**src/rtl/fws_pkg.sv**
```systemverilog
// Constants, types and field layouts for the floppy write/format sequencer.
// Assumes one 40 MHz clock shared with the host side and the drive side logic.
// Contract
// - Load head, settle, then scan IDs
// - Write only when four ID bytes match
// - Increment slot_index per sector until terminal_count
// - Terminal count mid-field pads zeros
// - ID CRC error sets id_crc_error, aborts
// - Late host byte sets overrun, aborts; code times write data bytes only, format ID bytes never overrun
// - Write-deleted uses deleted data mark
// - Read-deleted normal mark: skip or control_flag
// - Read-track from index, ignore CRC errors
// - Read-track mismatch sets no_data_flag; no options
// - Read-track ends at final_sector count
// - Read-track second index without ID aborts
// - Read-ID captures first readable ID
// - Read-ID second index sets absent flags
// - Format starts at index with parameters
// - Format data field is fill_pattern
// - Format requests four ID bytes per sector
// - Format increments slot, ends second index
// - Unchanged result bytes equal start values
// - Side change inverts side_number LSB only
// - size_code zero limits transfer to short_length
package fws_pkg;
    localparam int unsigned FWS_CLK_HZ = 40_000_000;
    localparam int unsigned FWS_FM_LIMIT_US = 27;
    localparam int unsigned FWS_MFM_LIMIT_US = 13;
    // Longest times round down
    localparam int unsigned FWS_FM_LIMIT_CYC = FWS_FM_LIMIT_US * (FWS_CLK_HZ / 1_000_000);
    localparam int unsigned FWS_MFM_LIMIT_CYC = FWS_MFM_LIMIT_US * (FWS_CLK_HZ / 1_000_000);
    localparam int unsigned FWS_SETTLE_DEF = 4000;
    localparam int unsigned FWS_CMD_BYTES = 9;
    localparam logic [10:0] FWS_TMR_RESET = 11'h000;
    localparam logic [7:0] FWS_BYTE_RESET = 8'h00;
    localparam logic [7:0] FWS_PAD_BYTE = 8'h00;
    localparam int unsigned FWS_ST0_IC_HI = 7;
    localparam int unsigned FWS_ST0_IC_LO = 6;
    localparam logic [1:0] FWS_IC_NORMAL = 2'b00;
    localparam logic [1:0] FWS_IC_ABNORMAL = 2'b01;

    typedef enum logic [2:0] {
        FWS_OP_WRITE, FWS_OP_WRITE_DEL, FWS_OP_READ_DEL,
        FWS_OP_READ_TRACK, FWS_OP_READ_ID, FWS_OP_FORMAT
    } fws_op_e;

    typedef struct packed {
        logic [7:0] radial_position;
        logic [7:0] side_number;
        logic [7:0] slot_index;
        logic [7:0] size_code;
    } fws_id_s;

    typedef struct packed {
        fws_op_e op;
        logic mfm;
        logic skip_flag;
        logic two_side_option;
        fws_id_s id;
        logic [7:0] final_sector;
        logic [7:0] short_length;
        logic [7:0] sectors_per_track;
        logic [7:0] gap3_length;
        logic [7:0] fill_pattern;
    } fws_cmd_s;

    typedef struct packed {
        logic [7:0] st0;
        logic [7:0] st1;
        logic [7:0] st2;
        fws_id_s id;
    } fws_result_s;

    // Status bit positions
    localparam int unsigned FWS_ST1_ABSENT = 0;
    localparam int unsigned FWS_ST1_NODATA = 2;
    localparam int unsigned FWS_ST1_OVERRUN = 4;
    localparam int unsigned FWS_ST1_CRC = 5;
    localparam int unsigned FWS_ST2_CONTROL = 6;

    function automatic logic [15:0] fws_sector_len(input logic [7:0] size_code,
                                                   input logic [7:0] short_length);
        if (size_code == 8'h00) begin
            return {8'h00, short_length};
        end
        return 16'h0080 << size_code[2:0];
    endfunction : fws_sector_len
endpackage : fws_pkg

```
**src/rtl/fws_sequencer.sv**
```systemverilog
// Execution-phase sequencer: drive field events in, byte stream to and from host.
// Assumes command bytes are already parsed into a command struct by the caller.
`timescale 1ns/1ps
module fws_sequencer
    import fws_pkg::*;
#(
    parameter int unsigned SETTLE_CYC = FWS_SETTLE_DEF
) (
    input wire logic core_clk_i,
    input wire logic rstn_i,
    input wire logic start_i,
    input wire fws_cmd_s cmd_i,
    input wire logic cmd_count_ok_i,
    input wire logic head_loaded_i,
    input wire logic index_i,
    input wire logic id_valid_i,
    input wire fws_id_s id_i,
    input wire logic id_crc_bad_i,
    input wire logic data_mark_i,
    input wire logic data_mark_deleted_i,
    input wire logic data_crc_bad_i,
    input wire logic disk_byte_req_i,
    input wire logic [7:0] disk_byte_i,
    input wire logic field_done_i,
    input wire logic host_ack_i,
    input wire logic [7:0] host_data_i,
    input wire logic terminal_count,
    output logic head_load_o,
    output logic host_req_o,
    output logic [7:0] host_data_o,
    output logic disk_we_o,
    output logic [7:0] disk_data_o,
    output logic deleted_mark_o,
    output logic busy_o,
    output logic done_o,
    output fws_result_s result_o
);
    typedef enum logic [2:0] {
        S_IDLE, S_SETTLE, S_SCAN, S_DATA, S_FMT_ID, S_END
    } fws_state_e;

    localparam logic [10:0] FM_LIM = 11'(FWS_FM_LIMIT_CYC);
    localparam logic [10:0] MFM_LIM = 11'(FWS_MFM_LIMIT_CYC);

    fws_state_e state_reg;
    fws_cmd_s cmd_reg;
    fws_id_s start_id_reg;
    fws_id_s cur_id_reg;
    logic [7:0] st1_reg;
    logic [7:0] st2_reg;
    logic abort_reg;
    logic [1:0] index_cnt_reg;
    logic id_seen_reg;
    logic tc_reg;
    logic [15:0] byte_cnt_reg;
    logic [7:0] sect_cnt_reg;
    logic [1:0] fmt_idx_reg;
    logic [31:0] settle_reg;
    logic [10:0] tmr_reg;
    logic wait_host_reg;
    logic side_flip_reg;

    wire logic is_write = (cmd_reg.op == FWS_OP_WRITE) || (cmd_reg.op == FWS_OP_WRITE_DEL);
    wire logic is_fmt = (cmd_reg.op == FWS_OP_FORMAT);
    wire logic id_match = (id_i == cur_id_reg);
    wire logic [15:0] xfer_len = fws_sector_len(cur_id_reg.size_code, cmd_reg.short_length);
    wire logic [10:0] limit = cmd_reg.mfm ? MFM_LIM : FM_LIM;
    wire logic overrun = wait_host_reg && (tmr_reg >= limit);
    wire logic last_sector = (cur_id_reg.slot_index == cmd_reg.final_sector);

    assign busy_o = (state_reg != S_IDLE);
    assign done_o = (state_reg == S_END);
    assign head_load_o = busy_o;
    assign deleted_mark_o = (cmd_reg.op == FWS_OP_WRITE_DEL);
    assign host_req_o = wait_host_reg;

    always_ff @(posedge core_clk_i or negedge rstn_i) begin
        if (!rstn_i) begin
            state_reg <= S_IDLE;
            cmd_reg <= '0;
            start_id_reg <= '0;
            cur_id_reg <= '0;
            st1_reg <= FWS_BYTE_RESET;
            st2_reg <= FWS_BYTE_RESET;
            abort_reg <= 1'b0;
            index_cnt_reg <= 2'd0;
            id_seen_reg <= 1'b0;
            tc_reg <= 1'b0;
            byte_cnt_reg <= 16'h0000;
            sect_cnt_reg <= FWS_BYTE_RESET;
            fmt_idx_reg <= 2'd0;
            settle_reg <= 32'h0;
            side_flip_reg <= 1'b0;
        end else begin
            unique case (state_reg)
                S_IDLE: begin
                    if (start_i && cmd_count_ok_i) begin
                        cmd_reg <= cmd_i;
                        start_id_reg <= cmd_i.id;
                        cur_id_reg <= cmd_i.id;
                        st1_reg <= FWS_BYTE_RESET;
                        st2_reg <= FWS_BYTE_RESET;
                        abort_reg <= 1'b0;
                        index_cnt_reg <= 2'd0;
                        id_seen_reg <= 1'b0;
                        tc_reg <= 1'b0;
                        sect_cnt_reg <= FWS_BYTE_RESET;
                        fmt_idx_reg <= 2'd0;
                        side_flip_reg <= 1'b0;
                        settle_reg <= head_loaded_i ? 32'h0 : 32'(SETTLE_CYC);
                        state_reg <= S_SETTLE;
                    end
                end
                S_SETTLE: begin
                    if (settle_reg != 32'h0) begin
                        settle_reg <= settle_reg - 32'h1;
                    end else begin
                        state_reg <= S_SCAN;
                    end
                end
                S_SCAN: begin
                    if (index_i) begin
                        index_cnt_reg <= index_cnt_reg + 2'd1;
                    end
                    if (is_fmt) begin
                        if (index_i) begin
                            fmt_idx_reg <= 2'd0;
                            state_reg <= S_FMT_ID;
                        end
                    end else if (index_i && index_cnt_reg == 2'd1 && !id_seen_reg) begin
                        st1_reg[FWS_ST1_ABSENT] <= 1'b1;
                        if (cmd_reg.op == FWS_OP_READ_ID) begin
                            st1_reg[FWS_ST1_NODATA] <= 1'b1;
                        end
                        abort_reg <= 1'b1;
                        state_reg <= S_END;
                    end else if (index_i && index_cnt_reg == 2'd1 && is_write) begin
                        st1_reg[FWS_ST1_NODATA] <= 1'b1;
                        abort_reg <= 1'b1;
                        state_reg <= S_END;
                    end else if (id_valid_i) begin
                        id_seen_reg <= 1'b1;
                        if (cmd_reg.op == FWS_OP_READ_ID) begin
                            if (!id_crc_bad_i) begin
                                cur_id_reg <= id_i;
                                state_reg <= S_END;
                            end
                        end else if (cmd_reg.op == FWS_OP_READ_TRACK) begin
                            if (index_cnt_reg != 2'd0) begin
                                if (!id_match) begin
                                    st1_reg[FWS_ST1_NODATA] <= 1'b1;
                                end
                                byte_cnt_reg <= 16'h0000;
                                state_reg <= S_DATA;
                            end
                        end else if (id_crc_bad_i) begin
                            st1_reg[FWS_ST1_CRC] <= 1'b1;
                            abort_reg <= 1'b1;
                            state_reg <= S_END;
                        end else if (id_match) begin
                            byte_cnt_reg <= 16'h0000;
                            state_reg <= S_DATA;
                        end
                    end
                end
                S_DATA: begin
                    if (terminal_count && !is_fmt) begin
                        tc_reg <= 1'b1;
                    end
                    if (overrun) begin
                        st1_reg[FWS_ST1_OVERRUN] <= 1'b1;
                        abort_reg <= 1'b1;
                        state_reg <= S_END;
                    end else if (data_mark_i && cmd_reg.op == FWS_OP_READ_DEL
                                 && !data_mark_deleted_i) begin
                        // Normal mark follows the matched ID
                        if (cmd_reg.skip_flag) begin
                            cur_id_reg.slot_index <= cur_id_reg.slot_index + 8'h01;
                            state_reg <= S_SCAN;
                        end else begin
                            st2_reg[FWS_ST2_CONTROL] <= 1'b1;
                        end
                    end else if (disk_byte_req_i) begin
                        byte_cnt_reg <= byte_cnt_reg + 16'h1;
                    end else if (field_done_i) begin
                        sect_cnt_reg <= sect_cnt_reg + 8'h01;
                        cur_id_reg.slot_index <= cur_id_reg.slot_index + 8'h01;
                        if (is_fmt) begin
                            state_reg <= S_FMT_ID;
                            fmt_idx_reg <= 2'd0;
                        end else if (cmd_reg.op == FWS_OP_READ_TRACK) begin
                            if (sect_cnt_reg + 8'h01 == cmd_reg.final_sector) begin
                                state_reg <= S_END;
                            end else begin
                                state_reg <= S_SCAN;
                            end
                        end else if (cmd_reg.op == FWS_OP_READ_DEL && st2_reg[FWS_ST2_CONTROL]) begin
                            state_reg <= S_END;
                        end else if (tc_reg || terminal_count) begin
                            if (last_sector) begin
                                cur_id_reg.slot_index <= 8'h01;
                                if (cmd_reg.two_side_option) begin
                                    side_flip_reg <= 1'b1;
                                end else begin
                                    cur_id_reg.radial_position <= cur_id_reg.radial_position + 8'h01;
                                end
                            end
                            state_reg <= S_END;
                        end else begin
                            state_reg <= S_SCAN;
                        end
                    end
                end
                S_FMT_ID: begin
                    if (index_i) begin
                        state_reg <= S_END;
                    end else if (host_ack_i) begin
                        unique case (fmt_idx_reg)
                            2'd0: cur_id_reg.radial_position <= host_data_i;
                            2'd1: cur_id_reg.side_number <= host_data_i;
                            2'd2: cur_id_reg.slot_index <= host_data_i;
                            2'd3: cur_id_reg.size_code <= host_data_i;
                        endcase
                        fmt_idx_reg <= fmt_idx_reg + 2'd1;
                        if (fmt_idx_reg == 2'd3) begin
                            byte_cnt_reg <= 16'h0000;
                            state_reg <= S_DATA;
                        end
                    end
                end
                S_END: begin
                    state_reg <= S_IDLE;
                end
            endcase
        end
    end

    // Host byte wait timer for overrun
    always_ff @(posedge core_clk_i or negedge rstn_i) begin
        if (!rstn_i) begin
            wait_host_reg <= 1'b0;
            tmr_reg <= FWS_TMR_RESET;
        end else if (state_reg == S_FMT_ID && !wait_host_reg) begin
            wait_host_reg <= 1'b1;
            tmr_reg <= FWS_TMR_RESET;
        end else if (state_reg == S_DATA && is_write && !tc_reg && !terminal_count
                     && disk_byte_req_i && byte_cnt_reg < xfer_len && !wait_host_reg) begin
            wait_host_reg <= 1'b1;
            tmr_reg <= FWS_TMR_RESET;
        end else if (host_ack_i || state_reg == S_END || state_reg == S_IDLE) begin
            wait_host_reg <= 1'b0;
            tmr_reg <= FWS_TMR_RESET;
        end else if (wait_host_reg && is_write) begin
            tmr_reg <= tmr_reg + 11'h1;
        end
    end

    // Drive side data and read-out to host
    always_ff @(posedge core_clk_i or negedge rstn_i) begin
        if (!rstn_i) begin
            disk_we_o <= 1'b0;
            disk_data_o <= FWS_PAD_BYTE;
            host_data_o <= FWS_BYTE_RESET;
        end else begin
            disk_we_o <= (state_reg == S_DATA) && (is_write || is_fmt) && disk_byte_req_i;
            if (state_reg == S_DATA && disk_byte_req_i) begin
                if (is_fmt) begin
                    disk_data_o <= cmd_reg.fill_pattern;
                end else if (tc_reg || terminal_count || byte_cnt_reg >= xfer_len) begin
                    disk_data_o <= FWS_PAD_BYTE;
                end else begin
                    disk_data_o <= host_data_i;
                end
                if (!is_write && byte_cnt_reg < xfer_len) begin
                    host_data_o <= disk_byte_i;
                end
            end
        end
    end

    // Result: untouched bytes keep start values
    always_comb begin
        result_o.st0 = FWS_BYTE_RESET;
        result_o.st0[FWS_ST0_IC_HI:FWS_ST0_IC_LO] =
            abort_reg ? FWS_IC_ABNORMAL : FWS_IC_NORMAL;
        result_o.st1 = st1_reg;
        result_o.st2 = st2_reg;
        result_o.id = cur_id_reg;
        result_o.id.side_number = {start_id_reg.side_number[7:1],
            start_id_reg.side_number[0] ^ side_flip_reg};
        if (cmd_reg.op == FWS_OP_READ_ID) begin
            result_o.id.side_number = cur_id_reg.side_number;
        end
    end

    a_abort_code: assert property (@(posedge core_clk_i) disable iff (!rstn_i)
        done_o |-> (result_o.st0[7:6] == (abort_reg ? 2'b01 : 2'b00)))
        else $error("status code mismatch");
    a_crc_abort: assert property (@(posedge core_clk_i) disable iff (!rstn_i)
        (state_reg == S_SCAN && is_write && id_valid_i && id_crc_bad_i && !index_i)
        |=> (state_reg == S_END && st1_reg[FWS_ST1_CRC]))
        else $error("crc abort missing");
    a_overrun_end: assert property (@(posedge core_clk_i) disable iff (!rstn_i)
        (state_reg == S_DATA && overrun) |=> (state_reg == S_END && st1_reg[FWS_ST1_OVERRUN]))
        else $error("overrun not flagged");
    a_fill_byte: assert property (@(posedge core_clk_i) disable iff (!rstn_i)
        (state_reg == S_DATA && is_fmt && disk_byte_req_i) |=> (disk_data_o == cmd_reg.fill_pattern))
        else $error("format fill wrong");
    a_slot_step: assert property (@(posedge core_clk_i) disable iff (!rstn_i)
        (state_reg == S_DATA && field_done_i && !overrun && !disk_byte_req_i && is_write
         && !tc_reg && !terminal_count)
        |=> (cur_id_reg.slot_index == $past(cur_id_reg.slot_index) + 8'h01))
        else $error("slot not advanced");
    a_match_gate: assert property (@(posedge core_clk_i) disable iff (!rstn_i)
        ($rose(state_reg == S_DATA) && is_write) |-> $past(id_match))
        else $error("write without id match");
    a_pad_zero: assert property (@(posedge core_clk_i) disable iff (!rstn_i)
        (state_reg == S_DATA && is_write && tc_reg && disk_byte_req_i) |=> (disk_data_o == 8'h00))
        else $error("pad not zero");
    a_fmt_end: assert property (@(posedge core_clk_i) disable iff (!rstn_i)
        (state_reg == S_FMT_ID && index_i) |=> (state_reg == S_END))
        else $error("format did not end");
endmodule : fws_sequencer

```
**config.mk**
```make
export PLATFORM = sky130hd
export DESIGN_NAME = fws_sequencer
export DESIGN_NICKNAME = d
export VERILOG_FILES = /design/src/rtl/fws_pkg.sv /design/src/rtl/fws_sequencer.sv
export SDC_FILE = /design/constraint.sdc
export NUM_CORES = 1
export LEC_CHECK = 0
export BUFFER_PORTS_ARGS = -buffer_cell sky130_fd_sc_hd__buf_2
export CAP_MARGIN = 40
export CORE_MARGIN = 1.5
export CORE_UTILIZATION = 50
export DETAILED_ROUTE_END_ITERATION = 6
export GPL_ROUTABILITY_DRIVEN = 0
export PLACE_DENSITY = 0.85
export REMOVE_ABC_BUFFERS = 1
export SLEW_MARGIN = 10
export SYNTH_ARGS = -nofsm -noshare
export SYNTH_HDL_FRONTEND = slang
export SYNTH_SLANG_ARGS = --single-unit
```
**constraint.sdc**
```tcl
create_clock -name core_clk_i -period 3.1 [get_ports core_clk_i]
set_input_delay 0.465 -clock core_clk_i [delete_from_list [all_inputs] [get_ports core_clk_i]]
set_output_delay 0.465 -clock core_clk_i [all_outputs]
set_load 0.02 [all_outputs]
```
==> key figures <==
Status
  • Status: complete, no violations

Finish
  • Syn-to-layout area delta: 16.7%
  • Filler cell count: ~1800
  • Number of flip-flops under the largest register name: 32
  • Number of nets in the final layout: 1600
  • Most used cells in the layout excluding fill and tap cells: sky130_fd_sc_hd__nand2_1 (232), sky130_fd_sc_hd__buf_2 (182), sky130_fd_sc_hd__dfrtp_1 (170), sky130_fd_sc_hd__nor2_1 (115), sky130_fd_sc_hd__o21ai_0 (99)
  • Most common library cell in the layout ignoring fill and taps: sky130_fd_sc_hd__nand2_1
  • Layout cells sized above 1: 20.9%

Routing
  • Remaining routing DRC violations: 0
  • Ratio of routed vias to standard cells: about 6.1
  • DR vias: 10400
  • Final routed wire length divided by cell count: 19.1 µm
  • Violation count after the first detailed-routing iteration: between 900 and 1000
  • First-pass iteration count of the detailed router: 6
  • Number of antenna-violating nets in the routed design: 0
  • Wire length reported by the detailed router: around 33000 µm

Place
  • Setup slack at placement: 0.174 ns
  • Post-detail-place hpwl: 23900 µm
  • Number of I/O port buffers: 183

Logic synthesis
  • Instance count of the mapped netlist: 1265
  • Number of enable flip-flop cells after synthesis: 0
  • Synth Flop Type: sky130_fd_sc_hd__dfrtp_1
  • Number of warning messages in the yosys log: 0
  • Fraction of synthesis flops using an asynchronous set or reset pin: 100%
  • Sequential-to-total area share from yosys stat: between 30% and 40%
  • Post-synth design cell area: 10800 µm²
  • Average cell area after synthesis: 8.51 µm²
  • Flops & latches, synth: about 170
  • Distinct cell type count of the synthesized netlist: 75

Critical path
  • Largest stage delay on the critical path: 0.63 ns
  • CP Capture Type: flip-flop
  • Type of element launching the critical path: flip-flop
  • Standard cell with the maximum stage delay on the critical path: sky130_fd_sc_hd__or4_1
  • Crit path DAT: roughly 3.3 ns
  • Maximum net fanout on the critical path: 6
  • Crit. Startpoint: settle_reg[0]$_DFFE_PN0P_
  • Critical R2R Capture: state_reg[1]$_DFFE_PN0P_
  • Capturing element of the worst setup path: state_reg[1]$_DFFE_PN0P_
  • Critical path class: flip-flop to flip-flop
  • Cell depth of the worst flop-to-flop path: 9
  • Kind of cell adding the most delay to the critical path: simple AND/OR/NAND/NOR gates
  • Cells traversed along the worst timing path: inv_1 -> ha_1 -> nor4b_1 -> nand3b_2 -> or4_1 -> and2_4 -> a21oi_4 -> o211ai_4 -> mux2_4
  • Combined buffer and inverter count along the critical path: 1
  • Crit path required time: 3.42 ns
  • Start of the worst register-to-register path: settle_reg[0]$_DFFE_PN0P_
  • Critical path depth in cells: 9
  • Register-to-register setup slack: ~0.12 ns

STA
  • Setup repair after global routing missed its margin: no
  • Tmin final: 2.98 ns
  • Final period utilization: 96.1%
  • Hold violation count in the final report: 0
  • Fin Hold WS: about 0.21 ns
  • Setup slack of the critical path after layout: 0.121 ns
  • Summed negative setup slack over all endpoints: 0 ns
  • Max-slew headroom at the worst pin: 49.9%
  • Count of final setup violators: 0
  • Slew of the pin with the lowest slew margin: ~0.75 ns
  • Worst clock skew on the final layout: 0.0143 ns
  • Pins Over Slew Limit: 0
  • Max Fclk: 336 MHz

Global route
  • Vias in the first global route: between 9000 and 10000
  • Initial antenna violation count: 2
  • Tot GR Track Use: 29.5%
  • Global-route wire length before repair: 51300 µm
  • GRT Residual Overflow: 0
  • Maximum number of pins on one net before global-route repair: 86

Power and ir drop
  • Worst ir drop on vdd: 0.583 mV
  • Leakage power of the design: 0.00600 µW
  • PwrDens: 961 nW/µm²
  • Tot Pwr: 12100 µW

Clock network
  • CTS HTree Levels: 4
  • CTS root buffer: sky130_fd_sc_hd__clkbuf_16
  • Number of clock sinks: 171
  • Register clock-pin slew on the reported worst setup and hold paths: 0.08 ns
  • Clock latency at the later pin of the worst-skew pair: between 0.4 and 0.5 ns
  • Cts bufs inserted: 17
  • Maximum count of clock buffers along a single path: 2
  • Count of buffers added by post-CTS timing repair for setup: 0
  • TritonCTS clock tree: built

Hold path
  • Hold/Removal Path Class: input pin to flip-flop

Floorplanning
  • Die outline width: around 150 µm
  • Row cnt: between 50 and 60
  • Vertical extent of the die: 150 µm
  • Std-Cell Core Area: 21100 µm²
  • Die outline area: 22400 µm²
  • I/O pin cnt: 219
  • Initial core utilization: 51.0%

Flow run
  • Count of max-cap constraint violations: 0
[cell type report]
| type | instances | area (µm²) | share of cell area (%) |
|---|---|---|---|
| repair buffers | 229 | 1290 | 10.3 |
| diodes | 2 | 5.00 | 0.0399 |
| well taps | 275 | 344 | 2.74 |
| flip-flops and latches | 171 | 4280 | 34.1 |
| multi-input cells | 978 | 5900 | 47.0 |
| inverters | 29 | 109 | 0.867 |
| clock buffers | 17 | 425 | 3.39 |
| clock inverters | 15 | 199 | 1.58 |
[worst min-delay path: stages]
cell and delay (ns):
sky130_fd_sc_hd__buf_2 0.07, sky130_fd_sc_hd__nand2_1 0.04, sky130_fd_sc_hd__nand2_1 0.04
[cells by family (layout without fill, tap and decap cells)]
family,Yosys count,count (layout),synth area share [%]
other cells,1,20,0.0349
compound gates,276,276,17.4
mux,23,23,2.29
xor+xnor,83,83,6.88
fa+ha+maj,33,33,3.84
simple gates,545,545,23.3
flops,171,171,39.8
buf+inv,133,290,6.44
[synth_stat cells, drive strengths merged, types with 27 or more instances]
cell type  instances  area share (%)
nand3             43             2.0
ha                33             3.8
clkbuf            53             1.8
a21oi             32             1.6
buf               51             3.6
dfrtp            171              40
inv               27            0.94
xor2              59             4.8
nand2            233             8.2
nor2             117             4.1
o21ai             99             4.6
[power breakdown]
group	leakage, µW	switching [µW]	internal (µW)
Sequential	0.00223	882	3020
Clock	0.000297	1020	1230
Combinational	0.00347	3620	2300
[worst min-delay path by stage]
stage | from | end | cells past startpoint
finish | cmd_i[26] | cmd_reg[26]$_DFFE_PN0P_ | 3
global route | cmd_i[26] | cmd_reg[26]$_DFFE_PN0P_ | 3
detailed placement | rstn_i | result_o[2]$_DFFE_PN0P_ | 1
floorplan | rstn_i | abort_reg$_DFFE_PN0P_ | 0
CTS | cmd_i[29] | cmd_reg[29]$_DFFE_PN0P_ | 3
global placement | rstn_i | result_o[2]$_DFFE_PN0P_ | 1
[stage by stage]
step / cells / area (µm²) / utilization (%)
after floorplan: 1178 / 10200 / -
after global placement: 1679 / 11900 / 56.3
after detailed placement: 1681 / 11900 / 56.3
after CTS: 1714 / 12500 / 59.3
after global routing: 1714 / 12500 / 59.5
final: 1716 / 12600 / 59.5
[layer usage]
| metal | GRT usage, % | part of all wire (%) | vias to the layer above |
|---|---|---|---|
| met3 | 6.55 | 9.8 | 126 |
| li1 | - | - | 4750 |
| met4 | 17.3 | 5.9 | 2 |
| met5 | 0 | 0.030 | - |
| met2 | 46.1 | 46 | 640 |
| met1 | 37.4 | 39 | 4931 |
[what timing repair did]
item	in CTS	in global routing
hold buffers	1	0
setup endpoints to repair	0	21
endpoints found under the hold margin	51	0
gates resized for setup	0	8
No activity file was read; power rests on OpenSTA's default activity.
